===== config.mk =====
export PLATFORM = sky130hd
export DESIGN_NAME = pse_limit_and_event_regs
export DESIGN_NICKNAME = d
export VERILOG_FILES = /design/src/pse_regs_pkg.sv /design/src/pse_limit_and_event_regs.sv
export SDC_FILE = /design/constraint.sdc
export NUM_CORES = 1
export LEC_CHECK = 0
export BUFFER_PORTS_ARGS = -buffer_cell sky130_fd_sc_hd__buf_2
export CORE_ASPECT_RATIO = 1.2
export CORE_UTILIZATION = 60
export CTS_CLUSTER_DIAMETER = 100
export CTS_CLUSTER_SIZE = 12
export DETAILED_ROUTE_END_ITERATION = 8
export GPL_ROUTABILITY_DRIVEN = 0
export HOLD_SLACK_MARGIN = 0.05
export PLACE_DENSITY = 0.8
export SLEW_MARGIN = 0
export SYNTH_ARGS = -nofsm -noshare
export SYNTH_HDL_FRONTEND = slang
export SYNTH_SLANG_ARGS = --single-unit

===== constraint.sdc =====
create_clock -name clk_in -period 8.1 [get_ports clk_in]
set_clock_uncertainty 0.15 [all_clocks]
set_input_delay 0.81 -clock clk_in [delete_from_list [all_inputs] [get_ports clk_in]]
set_output_delay 0.81 -clock clk_in [all_outputs]
set_load 0.02 [all_outputs]

===== src/pse_regs_pkg.sv =====
/*
  Shared constants for the four-port PSE limit and event register block:
  register offsets, reset values, current codes, class defaults and timings.
  Assumes a byte-wide register space addressed by an 8-bit pointer.
*/
package pse_regs_pkg;
  // Register offsets
  localparam logic [7:0] ADDR_IRQ_CAUSE = 8'h00;
  localparam logic [7:0] ADDR_IRQ_MASK = 8'h01;
  localparam logic [7:0] ADDR_POWER_EV = 8'h02;
  localparam logic [7:0] ADDR_POWER_EV_CLR = 8'h03;
  localparam logic [7:0] ADDR_SENSE_EV = 8'h04;
  localparam logic [7:0] ADDR_SENSE_EV_CLR = 8'h05;
  localparam logic [7:0] ADDR_FAULT_EV = 8'h06;
  localparam logic [7:0] ADDR_FAULT_EV_CLR = 8'h07;
  localparam logic [7:0] ADDR_CEIL_BASE = 8'h20; // Four ceiling codes, 20h..23h
  localparam logic [7:0] ADDR_CUT_BASE = 8'h24; // Four cutoff fields, 24h..27h
  // Reset values
  localparam logic [7:0] RST_IRQ_CAUSE = 8'h80;
  localparam logic [7:0] RST_IRQ_MASK = 8'h80;
  localparam logic [7:0] RST_EVENTS = 8'h00;
  // Interrupt cause bit positions
  localparam int IRQ_SUPPLY = 7;
  localparam int IRQ_START = 6;
  localparam int IRQ_CUT = 5;
  localparam int IRQ_CLASS = 4;
  localparam int IRQ_DET = 3;
  localparam int IRQ_DIS = 2;
  localparam int IRQ_PGD = 1;
  localparam int IRQ_PER = 0;
  // Cutoff field layout
  localparam int CUT_DOUBLE_BIT = 6;
  localparam int CUT_FIELD_W = 6;
  // Cutoff step sizes in quarter milliamps (18.75 mA and 37.5 mA)
  localparam logic [7:0] CUT_STEP_NORMAL_Q = 8'h4b;
  localparam logic [7:0] CUT_STEP_DOUBLE_Q = 8'h96;
  // Autonomous class defaults: ceiling and cutoff codes
  localparam logic [7:0] CEIL_TYPE1 = 8'h80;
  localparam logic [7:0] CEIL_TYPE2 = 8'hc0;
  localparam logic [7:0] CUT_CLASS1 = 8'hc6;
  localparam logic [7:0] CUT_CLASS2 = 8'hcb;
  localparam logic [7:0] CUT_CLASS3 = 8'hd4;
  localparam logic [7:0] CUT_CLASS4 = 8'he2;
  // Class result codes
  localparam logic [2:0] CLASS_1 = 3'h1;
  localparam logic [2:0] CLASS_2 = 3'h2;
  localparam logic [2:0] CLASS_4 = 3'h4;
  localparam logic [2:0] CLASS_OVER = 3'h7;
  // Target address upper bits
  localparam logic [2:0] I2C_ADDR_HI = 3'h2;
  // Cutoff overload time and clock rate
  localparam int CUT_TIME_MS = 50;
  localparam int CLK_MHZ = 250;
  localparam int CUT_CYCLES = CUT_TIME_MS * CLK_MHZ * 1000;
endpackage : pse_regs_pkg


===== src/pse_limit_and_event_regs.sv =====
/*
  Register, event and current limit logic for a four-port PSE, reached
  over an I2C target with split data in and data out pins.
  Assumes SCL and SDI are synchronous to clk_in and that the analog
  front end reports signature, class, removal and port current.
*/
// Contract
// A port's main power turns on only after detection and classification both succeed.
// Each port's current is clamped at the ceiling decoded from its ceiling code.
// The ceiling code is decoded from a fixed list of codes into milliamps.
// Overcurrent above the cutoff is tolerated briefly, but sustained excess shuts the port.
// The cutoff field is 6 bits with an 18.75 mA step in normal range.
// With the double bit at 0 the cutoff step is 37.5 mA.
// In host mode the host should program class-matched ceiling and cutoff values.
// The host selects host mode when link-layer power negotiation is needed.
// In autonomous mode a Class 4 port gets the Type 2 ceiling and cutoff by itself.
// Clear-on-read registers return their value, clear on the read, ignore writes.
// Read/write registers store writes and read back without side effects.
// Read-only registers are unchanged by reads and ignore writes.
// Set-only registers act on writes and read back undefined data.
// A low mode pin at power-up puts the device in host mode.
// The target address is 010 followed by the four address straps.
// The interrupt output changes only between I2C transactions.
// Event register pairs share flags, so a clearing read clears both copies.
module pse_limit_and_event_regs
  import pse_regs_pkg::*;
#(
  parameter int PORTS = 4,
  parameter int CUT_CYC = CUT_CYCLES
) (
  // Clock and reset
  input wire logic clk_in,
  input wire logic rst_b_in,
  // Straps and supply
  input wire logic mode_in,
  input wire logic [3:0] addr_strap_in,
  input wire logic supply_alarm_in,
  // I2C pins
  input wire logic scl_in,
  input wire logic sdi_in,
  output logic sdo_out,
  output logic irq_b_out,
  // Front end events per port
  input wire logic [PORTS-1:0] sig_ok_in,
  input wire logic [PORTS-1:0] class_done_in,
  input wire logic [3*PORTS-1:0] class_code_in,
  input wire logic [PORTS-1:0] pd_removed_in,
  input wire logic [12*PORTS-1:0] port_ma_in,
  // Port power controls
  output logic [PORTS-1:0] power_on_out,
  output logic [12*PORTS-1:0] ceiling_ma_out,
  output logic [14*PORTS-1:0] cutoff_q_out
);

  // Elaboration checks: the event bytes pack exactly four ports
  if (PORTS != 4) begin : g_bad_ports
    $error("Event registers hold exactly four ports");
  end
  if (CUT_CYC < 1) begin : g_bad_cut
    $error("Cutoff time must be at least one cycle");
  end

  typedef enum logic [6:0] {
    ST_IDLE = 7'b0000001,
    ST_ADDR = 7'b0000010,
    ST_ACK_A = 7'b0000100,
    ST_PTR = 7'b0001000,
    ST_ACK_W = 7'b0010000,
    ST_RD = 7'b0100000,
    ST_MACK = 7'b1000000
  } i2c_state_type;

  i2c_state_type state;
  logic scl_q, sdi_q, bus_active, rw, mack_ok, sdo_low, hw_mode, mode_seen, supply, ptr_valid;
  logic [3:0] cnt;
  logic [7:0] shreg, ptr, tx, irq_mask;
  logic [7:0] power_ev, sense_ev, fault_ev;
  logic [7:0] ceil_code [PORTS];
  logic [7:0] cut_code [PORTS];
  logic [PORTS-1:0] sig_seen, classed, pwr, pgd_set, psc_set, sig_set, cls_set;
  logic [PORTS-1:0] dis_set, cut_set;

  // Bus edge detection on the registered pin samples
  wire scl_rise = scl_in & ~scl_q;
  wire scl_fall = ~scl_in & scl_q;
  wire start_c = scl_in & scl_q & sdi_q & ~sdi_in;
  wire stop_c = scl_in & scl_q & ~sdi_q & sdi_in;
  wire addr_hit = (shreg[7:1] == {I2C_ADDR_HI, addr_strap_in});
  wire byte_done = (cnt == 4'h8);
  wire wr_stb = scl_fall & byte_done & (state == ST_PTR) & ptr_valid;
  wire rd_load = scl_fall & ((state == ST_ACK_A & rw) | (state == ST_MACK & mack_ok));

  // Interrupt cause is a view of the event groups plus the supply flag
  wire [7:0] irq_cause = {supply, 1'b0, |fault_ev[3:0], |sense_ev[7:4],
                          |sense_ev[3:0], |fault_ev[7:4], |power_ev[7:4], |power_ev[3:0]};

  // Read data mux; unmapped and set-only reads give zero
  logic [7:0] rd_data;
  always_comb begin
    rd_data = 8'h00;
    unique case (ptr)
      ADDR_IRQ_CAUSE: rd_data = irq_cause;
      ADDR_IRQ_MASK: rd_data = irq_mask;
      ADDR_POWER_EV, ADDR_POWER_EV_CLR: rd_data = power_ev;
      ADDR_SENSE_EV, ADDR_SENSE_EV_CLR: rd_data = sense_ev;
      ADDR_FAULT_EV, ADDR_FAULT_EV_CLR: rd_data = fault_ev;
      default: begin // No set-only byte in this range; unmapped reads give zero
        if (ptr[7:2] == ADDR_CEIL_BASE[7:2]) rd_data = ceil_code[ptr[1:0]];
        else if (ptr[7:2] == ADDR_CUT_BASE[7:2]) rd_data = cut_code[ptr[1:0]];
      end
    endcase
  end

  // Clearing reads on the odd event offsets
  wire clr_power = rd_load & (ptr == ADDR_POWER_EV_CLR);
  wire clr_sense = rd_load & (ptr == ADDR_SENSE_EV_CLR);
  wire clr_fault = rd_load & (ptr == ADDR_FAULT_EV_CLR);
  wire wr_mask = wr_stb & (ptr == ADDR_IRQ_MASK);
  wire wr_ceil = wr_stb & (ptr[7:2] == ADDR_CEIL_BASE[7:2]);
  wire wr_cut = wr_stb & (ptr[7:2] == ADDR_CUT_BASE[7:2]);

  // Pin sampling for edge detection
  always_ff @(posedge clk_in or negedge rst_b_in) begin
    if (!rst_b_in) begin
      scl_q <= 1'b1;
      sdi_q <= 1'b1;
    end else begin
      scl_q <= scl_in;
      sdi_q <= sdi_in;
    end
  end

  // Mode strap caught once after reset release, not under reset
  always_ff @(posedge clk_in or negedge rst_b_in) begin
    if (!rst_b_in) begin
      mode_seen <= 1'b0;
      hw_mode <= 1'b0;
    end else if (!mode_seen) begin
      mode_seen <= 1'b1;
      hw_mode <= mode_in;
    end
  end

  // I2C target: address, pointer, write bytes, read bytes with auto increment
  always_ff @(posedge clk_in or negedge rst_b_in) begin
    if (!rst_b_in) begin
      state <= ST_IDLE;
      cnt <= 4'h0;
      shreg <= 8'h00;
      ptr <= 8'h00;
      ptr_valid <= 1'b0;
      tx <= 8'h00;
      rw <= 1'b0;
      mack_ok <= 1'b0;
      sdo_low <= 1'b0;
    end else if (start_c) begin
      state <= ST_ADDR;
      cnt <= 4'h0;
      sdo_low <= 1'b0;
    end else if (stop_c) begin
      state <= ST_IDLE;
      sdo_low <= 1'b0;
    end else if (scl_rise) begin
      if (state == ST_ADDR || state == ST_PTR) begin
        shreg <= {shreg[6:0], sdi_in};
        cnt <= cnt + 4'h1;
      end else if (state == ST_RD) begin
        cnt <= cnt + 4'h1;
      end else if (state == ST_MACK) begin
        mack_ok <= ~sdi_in;
      end
    end else if (scl_fall) begin
      unique case (state)
        ST_ADDR: if (byte_done) begin
          cnt <= 4'h0;
          rw <= shreg[0];
          ptr_valid <= 1'b0;
          sdo_low <= addr_hit;
          state <= addr_hit ? ST_ACK_A : ST_IDLE;
        end
        ST_ACK_A: begin
          cnt <= 4'h0;
          if (rw) begin
            tx <= rd_data;
            sdo_low <= ~rd_data[7];
            ptr <= ptr + 8'h01;
            state <= ST_RD;
          end else begin
            sdo_low <= 1'b0;
            state <= ST_PTR;
          end
        end
        ST_PTR: if (byte_done) begin
          cnt <= 4'h0;
          sdo_low <= 1'b1;
          state <= ST_ACK_W;
          if (!ptr_valid) ptr <= shreg;
          else ptr <= ptr + 8'h01;
          ptr_valid <= 1'b1;
        end
        ST_ACK_W: begin
          sdo_low <= 1'b0;
          state <= ST_PTR;
        end
        ST_RD: begin
          if (byte_done) begin
            sdo_low <= 1'b0;
            state <= ST_MACK;
          end else begin
            tx <= {tx[6:0], 1'b0};
            sdo_low <= ~tx[6];
          end
        end
        ST_MACK: begin
          cnt <= 4'h0;
          if (mack_ok) begin
            tx <= rd_data;
            sdo_low <= ~rd_data[7];
            ptr <= ptr + 8'h01;
            state <= ST_RD;
          end else begin
            state <= ST_IDLE;
          end
        end
        default: state <= ST_IDLE;
      endcase
    end
  end

  assign sdo_out = ~sdo_low;

  // Interrupt pin frozen while a transaction is open
  always_ff @(posedge clk_in or negedge rst_b_in) begin
    if (!rst_b_in) begin
      bus_active <= 1'b0;
      irq_b_out <= 1'b0;
    end else begin
      if (start_c) bus_active <= 1'b1;
      else if (stop_c) bus_active <= 1'b0;
      if (!bus_active && !start_c) irq_b_out <= ~|(irq_cause & irq_mask);
    end
  end

  // Mask and supply flag
  always_ff @(posedge clk_in or negedge rst_b_in) begin
    if (!rst_b_in) begin
      irq_mask <= RST_IRQ_MASK;
      supply <= RST_IRQ_CAUSE[IRQ_SUPPLY];
    end else begin
      if (wr_mask) irq_mask <= shreg;
      supply <= supply_alarm_in;
    end
  end

  // Event flags: a new event wins over a clearing read in the same cycle
  always_ff @(posedge clk_in or negedge rst_b_in) begin
    if (!rst_b_in) begin
      power_ev <= RST_EVENTS;
      sense_ev <= RST_EVENTS;
      fault_ev <= RST_EVENTS;
    end else begin
      power_ev <= (clr_power ? 8'h00 : power_ev) | {pgd_set, psc_set};
      sense_ev <= (clr_sense ? 8'h00 : sense_ev) | {cls_set, sig_set};
      fault_ev <= (clr_fault ? 8'h00 : fault_ev) | {dis_set, cut_set};
    end
  end

  // Ceiling code to milliamps
  function automatic logic [11:0] ceil_decode(input logic [7:0] code);
    unique case (code)
      8'h88: ceil_decode = 12'd106;
      8'h08: ceil_decode = 12'd213;
      8'h89: ceil_decode = 12'd359;
      8'h80: ceil_decode = 12'd425;
      8'h8a: ceil_decode = 12'd531;
      8'h90: ceil_decode = 12'd638;
      8'h9a: ceil_decode = 12'd744;
      8'hc0: ceil_decode = 12'd850;
      8'hca: ceil_decode = 12'd956;
      8'hd0: ceil_decode = 12'd1063;
      8'hda: ceil_decode = 12'd1169;
      8'hd1: ceil_decode = 12'd1275;
      8'hdb: ceil_decode = 12'd1381;
      8'h49: ceil_decode = 12'd1488;
      8'h40: ceil_decode = 12'd1700;
      default: ceil_decode = 12'd425; // Unlisted codes fall back to the Type 1 ceiling
    endcase
  endfunction : ceil_decode

  // Per-port sequencing, limits and cutoff timing
  for (genvar p = 0; p < PORTS; p++) begin : g_port
    logic [31:0] over_cnt;
    wire [2:0] cls = class_code_in[3*p +: 3];
    wire [11:0] cur_ma = port_ma_in[12*p +: 12];
    wire [7:0] step_q = cut_code[p][CUT_DOUBLE_BIT] ? CUT_STEP_NORMAL_Q : CUT_STEP_DOUBLE_Q;
    wire [13:0] cut_q = {8'h00, cut_code[p][CUT_FIELD_W-1:0]} * {6'h00, step_q};
    wire over = pwr[p] & ({cur_ma, 2'b00} > cut_q);
    wire cls_ok = class_done_in[p] & sig_seen[p] & (cls != CLASS_OVER);
    wire cut_trip = over & (over_cnt == 32'(CUT_CYC - 1));
    logic [7:0] hw_cut;
    always_comb begin
      unique case (cls)
        CLASS_1: hw_cut = CUT_CLASS1;
        CLASS_2: hw_cut = CUT_CLASS2;
        CLASS_4: hw_cut = CUT_CLASS4;
        default: hw_cut = CUT_CLASS3;
      endcase
    end
    assign sig_set[p] = sig_ok_in[p];
    assign cls_set[p] = cls_ok;
    assign pgd_set[p] = classed[p] & ~pwr[p];
    assign cut_set[p] = cut_trip;
    assign dis_set[p] = pd_removed_in[p] & pwr[p];
    assign psc_set[p] = pgd_set[p] | cut_trip | dis_set[p];

    // Power state; turns on two cycles after class_done_in, the cycle after classed is set
    always_ff @(posedge clk_in or negedge rst_b_in) begin
      if (!rst_b_in) begin
        sig_seen[p] <= 1'b0;
        classed[p] <= 1'b0;
        pwr[p] <= 1'b0;
        over_cnt <= 32'h0;
      end else begin
        if (cut_trip || dis_set[p]) begin
          pwr[p] <= 1'b0;
          sig_seen[p] <= 1'b0;
          classed[p] <= 1'b0;
        end else if (pgd_set[p]) begin
          pwr[p] <= 1'b1;
          classed[p] <= 1'b0;
        end else begin
          if (sig_ok_in[p]) sig_seen[p] <= 1'b1;
          if (cls_ok) classed[p] <= 1'b1;
        end
        // Brief excursions reset the timer; only a sustained run trips
        over_cnt <= over ? over_cnt + 32'h1 : 32'h0;
      end
    end

    // Limit codes: host writes in host mode, class defaults in autonomous mode
    always_ff @(posedge clk_in or negedge rst_b_in) begin
      if (!rst_b_in) begin
        ceil_code[p] <= CEIL_TYPE1;
        cut_code[p] <= CUT_CLASS3;
      end else if (hw_mode && cls_ok) begin
        ceil_code[p] <= (cls == CLASS_4) ? CEIL_TYPE2 : CEIL_TYPE1;
        cut_code[p] <= hw_cut;
      end else begin
        if (wr_ceil && ptr[1:0] == 2'(p)) ceil_code[p] <= shreg;
        if (wr_cut && ptr[1:0] == 2'(p)) cut_code[p] <= shreg;
      end
    end

    // Registered limit outputs to the current regulator
    always_ff @(posedge clk_in or negedge rst_b_in) begin
      if (!rst_b_in) begin
        ceiling_ma_out[12*p +: 12] <= 12'h000;
        cutoff_q_out[14*p +: 14] <= 14'h0000;
      end else begin
        ceiling_ma_out[12*p +: 12] <= ceil_decode(ceil_code[p]);
        cutoff_q_out[14*p +: 14] <= cut_q;
      end
    end
  end

  assign power_on_out = pwr;

endmodule : pse_limit_and_event_regs


== After elaboration in Yosys (flattened, before gate mapping) ==
Cells that the tools add are included.
Widths: inputs -> output; s select.

* Reductions and logical operators: 76
* Mux-type cells: 122
* Multiply operators: 4
* Eq/ne operators: 113
* Magnitude comparators: 5
* Add/subtract/negate cells: 6
* Bitwise gates (word level): 73

{| class="wikitable"
|+ Operator list
! cell !! count
|-
| $pmux 11 s14 || 4
|-
| $eq 8x8->1 const B || 44
|-
| $mux 8 || 33
|-
| $add 32x1->32 const B || 4
|-
| $eq 32x24->1 const B || 4
|-
| $mux 32 || 4
|-
| $mux 7 || 14
|-
| $pmux 6 s3 || 4
|-
| $eq 8x7->1 const B || 8
|-
| $gt 14x14->1 || 4
|-
| $mul 6x8->14 || 4
|-
| $mux 1 || 44
|-
| $and 1x1->1 || 43
|-
| $pmux 7 s6 || 1
|-
| $pmux 8 s5 || 1
|-
| $reduce_bool 2->1 || 18
|-
| $bmux 8 s2 || 2
|-
| $eq 8x3->1 const B || 4
|-
| $eq 8x4->1 const B || 4
|-
| $mux 4 || 7
|-
| $or 8x8->8 || 3
|-
| $pmux 8 s3 || 1
|-
| $reduce_bool 3->1 || 8
|-
| $reduce_or 4->1 || 6
|-
| 50 further kinds || 130
|}

* Word-level logic and storage cells: 451
* Output and inout bits: 110
* Bits in registers: 385

== Logic depth before layout (Yosys ltp) ==
* Word-level depth: 14
* Mapped depth: 24
* Depth with buffers taken out: 21

== Worst setup path before layout ==
OpenSTA, ideal clock, no wires.

* Kind: register to register
* From: register cut_code[22] (netlist name)
* To: register g_port[1].over_cnt[23]
* Arrival time: 5510 ps
* Setup time: 132 ps
* Cell stages (with the launch flop): 22
* Path slack: 2309 ps
* Cell sequence: dfstp_2 -> clkbuf_1 -> nand2b_1 -> fa_1 -> fa_1 -> fa_1 -> inv_1 -> ha_1 -> nor2b_1 -> o21ai_0 -> a21oi_1 -> o41ai_1 -> mux2i_1 -> or4b_1 -> ha_1 -> and3_1 -> nand4_1 -> o41ai_1 -> or2_2 -> clkbuf_1 -> clkbuf_1 -> nor2_1

* Cells in the longest elaborated chain, start to end: 5

{| class="wikitable"
|+ Ends and longest elaborated chain
! element !! line !! text
|-
| start: declaration || pse_limit_and_event_regs.sv:79 || <nowiki>logic [7:0] cut_code [PORTS];</nowiki>
|-
| start signal: indexed assignment || pse_limit_and_event_regs.sv:347 || <nowiki>cut_code[p] <= hw_cut;</nowiki>
|-
| start signal: indexed assignment || pse_limit_and_event_regs.sv:350 || <nowiki>if (wr_cut && ptr[1:0] == 2'(p)) cut_code[p] <= shreg;</nowiki>
|-
| $mux 8 || pse_limit_and_event_regs.sv:295 || <nowiki>wire [7:0] step_q = cut_code[p][CUT_DOUBLE_BIT] ? CUT_STEP_NORMAL_Q : CUT_STEP_DOUBLE_Q;</nowiki>
|-
| $mul 6x8->14 || pse_limit_and_event_regs.sv:296 || <nowiki>wire [13:0] cut_q = {8'h00, cut_code[p][CUT_FIELD_W-1:0]} * {6'h00, step_q};</nowiki>
|-
| $gt 14x14->1 || pse_limit_and_event_regs.sv:297 || <nowiki>wire over = pwr[p] & ({cur_ma, 2'b00} > cut_q);</nowiki>
|-
| $and 1x1->1 || pse_limit_and_event_regs.sv:297 ||
|-
| $mux 32 || pse_limit_and_event_regs.sv:336 || <nowiki>over_cnt <= over ? over_cnt + 32'h1 : 32'h0;</nowiki>
|-
| end signal: assignment || pse_limit_and_event_regs.sv:336 ||
|-
| end: declaration || pse_limit_and_event_regs.sv:292 || <nowiki>logic [31:0] over_cnt;</nowiki>
|}

No other way between the ends.
A chain may end at the register's enable or synchronous reset.

== Worst setup path in the final report ==
* From: register cut_code[22] (netlist name)
* To: register classed[1]

* Cells in the longest elaborated chain, start to end: 7

{| class="wikitable"
|+ Ends and longest elaborated chain
! element !! line !! text
|-
| $mux 8 * || pse_limit_and_event_regs.sv:295 ||
|-
| $mul 6x8->14 * || pse_limit_and_event_regs.sv:296 ||
|-
| $gt 14x14->1 * || pse_limit_and_event_regs.sv:297 ||
|-
| $and 1x1->1 * || pse_limit_and_event_regs.sv:297 ||
|-
| $and 1x1->1 * || pse_limit_and_event_regs.sv:299 || <nowiki>wire cut_trip = over & (over_cnt == 32'(CUT_CYC - 1));</nowiki>
|-
| $logic_or 1x1->1 * || pse_limit_and_event_regs.sv:324 || <nowiki>if (cut_trip || dis_set[p]) begin</nowiki>
|-
| $reduce_bool 3->1 (no source line) / $mux 1 (equally long branches) || - ||
|-
| end signal: indexed assignment || pse_limit_and_event_regs.sv:327 || <nowiki>classed[p] <= 1'b0;</nowiki>
|-
| end signal: indexed assignment || pse_limit_and_event_regs.sv:330 || <nowiki>classed[p] <= 1'b0;</nowiki>
|-
| end signal: indexed assignment || pse_limit_and_event_regs.sv:333 || <nowiki>if (cls_ok) classed[p] <= 1'b1;</nowiki>
|-
| end: declaration || pse_limit_and_event_regs.sv:80 || <nowiki>logic [PORTS-1:0] sig_seen, classed, pwr, pgd_set, psc_set, sig_set, cls_set;</nowiki>
|}

Every way passes the cells marked *; elsewhere a longest branch is shown, timed or not.

==> impl_metrics.tcl <==
set metrics [dict create \
    cts_root_buffer "clkbuf_16" \
    period_share_pct 78.2 \
    fin_crit_ns 6.34 \
    rsz0062_at_grt "false" \
    synth-seq-cells 381 \
    antenna_found_initial 9 \
    relSlewSlack_pct 23.1 \
    worstMarginPinSlew_ns 1.15 \
    vias 19700 \
    drtIter0Drc 1322 \
    drv_cap 0 \
    switching_share_pct 47.4 \
    critical_path_arrival_ns 6.56 \
    clockBufferDepth 3 \
    async_flop_share_pct 100 \
    multiInputGateArea_sq_um 13600 \
    postLayoutSetupSlackWorst_ns 1.76 \
    synth_edf_count 0 \
    rows 80 \
    power.share.sequential_pct 20.2 \
    drtAntennaViolNets 0 \
    synth.distinct_cells 86 \
    htreeDepth 2 \
    setup-tns-final_ns 0 \
    synth_top_area_cell "dfrtp_1" \
    die_area_sq_um 41300 \
    endpoint_kind "register" \
    hold_class "input pin to asynchronous set/reset pin" \
    drt_pass1_iterations 7 \
    final_cell_mix "dfrtp_1, nor2_1, inv_1" \
    core-area_sq_um 39800 \
    grt_max_degree 146 \
    post-place-ws_ns 1.88 \
    synth_top_flop_cell "dfrtp_1" \
    power_density_nw_per_um2 474 \
    worst-setup-path-type "register to register" \
    power_frac_comb_pct 66.9 \
    grt_pass1_wl_mm 96.7 \
    synth_top_area_share_pct 36.6 \
    reg2reg_from "cut_code[22]" \
    crit_fanout 15 \
    area_delta_synth_final_pct 9.90 \
    synth_area_leaders "dfrtp_1, ha_1, fa_1, nor2_1, xor2_1" \
    cts.sinks 381 \
    die_w_microns 186 \
    yosys_warnings 0 \
    crit_start "cut_code[22]" \
    cts_made_buffers 37 \
    netlist_area_sq_um 24300 \
    setup_violations 0 \
    p_clk_share_pct 13.0 \
    initial_core_util_pct 61.0 \
    grt_pass1_vias 19400 \
    critPathRequiredTime_ns 8.33 \
    grt_overflow 0 \
    dieHeight_microns 223 \
    intPower_mw 6.66 \
    wirelength_mm 58.2 \
    layout-drive-gt1-share_pct 12.5 \
    hold_ws_ns 0.0905 \
    track_usage_pct 29.0 \
    cp-start-kind "register" \
    max-vdd-ir-drop_mv 0.867 \
    num-fill-cells 3083 \
    final_util_pct 67.1 \
    syn_inst 2567 \
    postLayoutCellArea_sq_um 26700 \
    hold_viol_final 0 \
    clk_latency_ns 0.55 \
    route.detailed.drc 0 \
    syn_area_per_cell_sq_um 9.47 \
    path_clk_slew_ns 0.06 \
    ioPinCount 192 \
    outcome "complete, no violations" \
    p_leak_nw 12.7 \
    seq_area_frac_synth_pct 39.3 \
    cts_resized 0 \
    placed_cell_area_sq_um 25600 \
    slew_violations 0 \
    nets 3014 \
    final_common_cell "dfrtp_1" \
    hold_buffers 0 \
    max_freq_mhz 158 \
    wire_per_inst_microns 17.7 \
    viasPerCell 5.99 \
    postCtsSetupBuffers 0 \
    p_switching_mw 6.00 \
    dp_hpwl_mm 42.8 \
    port_buffers 187 \
    register_area_sq_um 9570 \
    cts_tree "yes" \
]
==> cells in the mapped netlist (7+ instances only) <==
| cell type | instances |
|---|---|
| a211oi_1 | 11 |
| a21o_1 | 44 |
| a21oi_1 | 92 |
| a22o_1 | 35 |
| a22oi_1 | 22 |
| a31oi_1 | 24 |
| and2_1 | 11 |
| and3_1 | 35 |
| and4_1 | 14 |
| buf_1 | 7 |
| buf_2 | 9 |
| clkbuf_1 | 87 |
| dfrtp_1 | 356 |
| dfstp_2 | 25 |
| fa_1 | 62 |
| ha_1 | 155 |
| inv_1 | 206 |
| mux2_2 | 25 |
| mux2i_1 | 40 |
| mux4_2 | 16 |
| nand2_1 | 205 |
| nand2b_1 | 38 |
| nand3_1 | 106 |
| nand3b_1 | 8 |
| nand4_1 | 43 |
| nand4b_1 | 7 |
| nor2_1 | 301 |
| nor2b_1 | 24 |
| nor3_1 | 59 |
| nor3b_1 | 12 |
| nor4_1 | 26 |
| nor4b_1 | 20 |
| o211ai_1 | 17 |
| o21ai_0 | 71 |
| o31ai_1 | 9 |
| o41ai_1 | 8 |
| or2_2 | 23 |
| or3_1 | 13 |
| or4_1 | 13 |
| xnor2_1 | 85 |
| xor2_1 | 103 |
==> flip-flops by register name, indices dropped and copies added, names as in the netlist, 4 cells and up <==
name	flops
g_port.over_cnt	128
sense_ev	8
power_ev	8
ceiling_ma_out	44
power_on_out	4
fault_ev	8
irq_mask	8
cut_code	32
classed	4
cnt	4
ptr	8
cutoff_q_out	56
tx	7
state	7
sig_seen	4
ceil_code	32
shreg	8
==> power by group through the flow <==
stage / combinational, mW / sequential, mW / clock, mW
2_1_floorplan: 6.15 / 2.67 / 0
3_3_place_gp: 7.99 / 2.57 / 0
3_5_place_dp: 8.39 / 2.58 / 0
4_1_cts: 8.48 / 2.55 / 1.67
5_1_grt: 9.68 / 2.58 / 1.74
6_report: 8.47 / 2.56 / 1.64
==> worst paths after layout <==
kind                                         endpoint  slack, ns  cells past startpoint
worst max register to register             classed[1]       1.76                     17
worst min-delay path               ceiling_ma_out[36]       0.09                      1
worst min register to register  g_port[1].over_cnt[0]       0.34                      1
min in group clk_in                            supply       0.25                      1
max in group asynchronous                    state[1]       6.22                      2
worst max-delay path                       classed[1]       1.76                     17
==> per-stage QoR <==
stage / power [mW] / cells
after floorplan: 8.83 / 2595
after global placement: 10.6 / 3209
after detailed placement: 11.0 / 3209
after CTS: 12.7 / 3277
after global routing: 14.0 / 3282
final: 12.7 / 3283
==> logic make-up after synthesis <==
group	Yosys count	share of synthesized area [%]
simple gates	981	20.3
compound gates	397	11.0
flops	381	39.3
buf+inv	316	5.06
fa+ha+maj	218	13.1
xor+xnor	188	6.77
mux	84	4.47
other cells	2	0.0309
==> routing by layer <==
layer	GRT usage, %	part of all wire, %	wire length (microns)
met2	48.8	49	28700
met4	12.1	3.9	2280
met5	0	0.077	45
met3	4.16	6.5	3780
met1	37.1	40	23300
==> critical path, stage by stage (launching register included) <==
cell and delay (ns):
dfstp_2 0.66, nand2b_1 0.19, fa_1 0.46, fa_1 0.56, inv_1 0.06, fa_1 0.48, ha_1 0.36, o21a_1 0.22
a2111oi_0 0.65, o31ai_1 0.16, a21oi_1 0.30, xor2_1 0.11, ha_1 0.30, and3_1 0.19, nand4_1 0.14, o211a_1 0.27
nor3_1 0.77, nor3_1 0.13
==> final cells by class <==
cell class	count	share of cell area (%)
timing repair buffer	191	3.70
sequential	381	35.8
clock buffer	66	4.03
inverter	206	2.89
clock inverter	2	0.0515
antenna	6	0.0562
tap	533	2.50
multi-input combinational	1898	51.0
No activity file was read; power rests on OpenSTA's default activity.
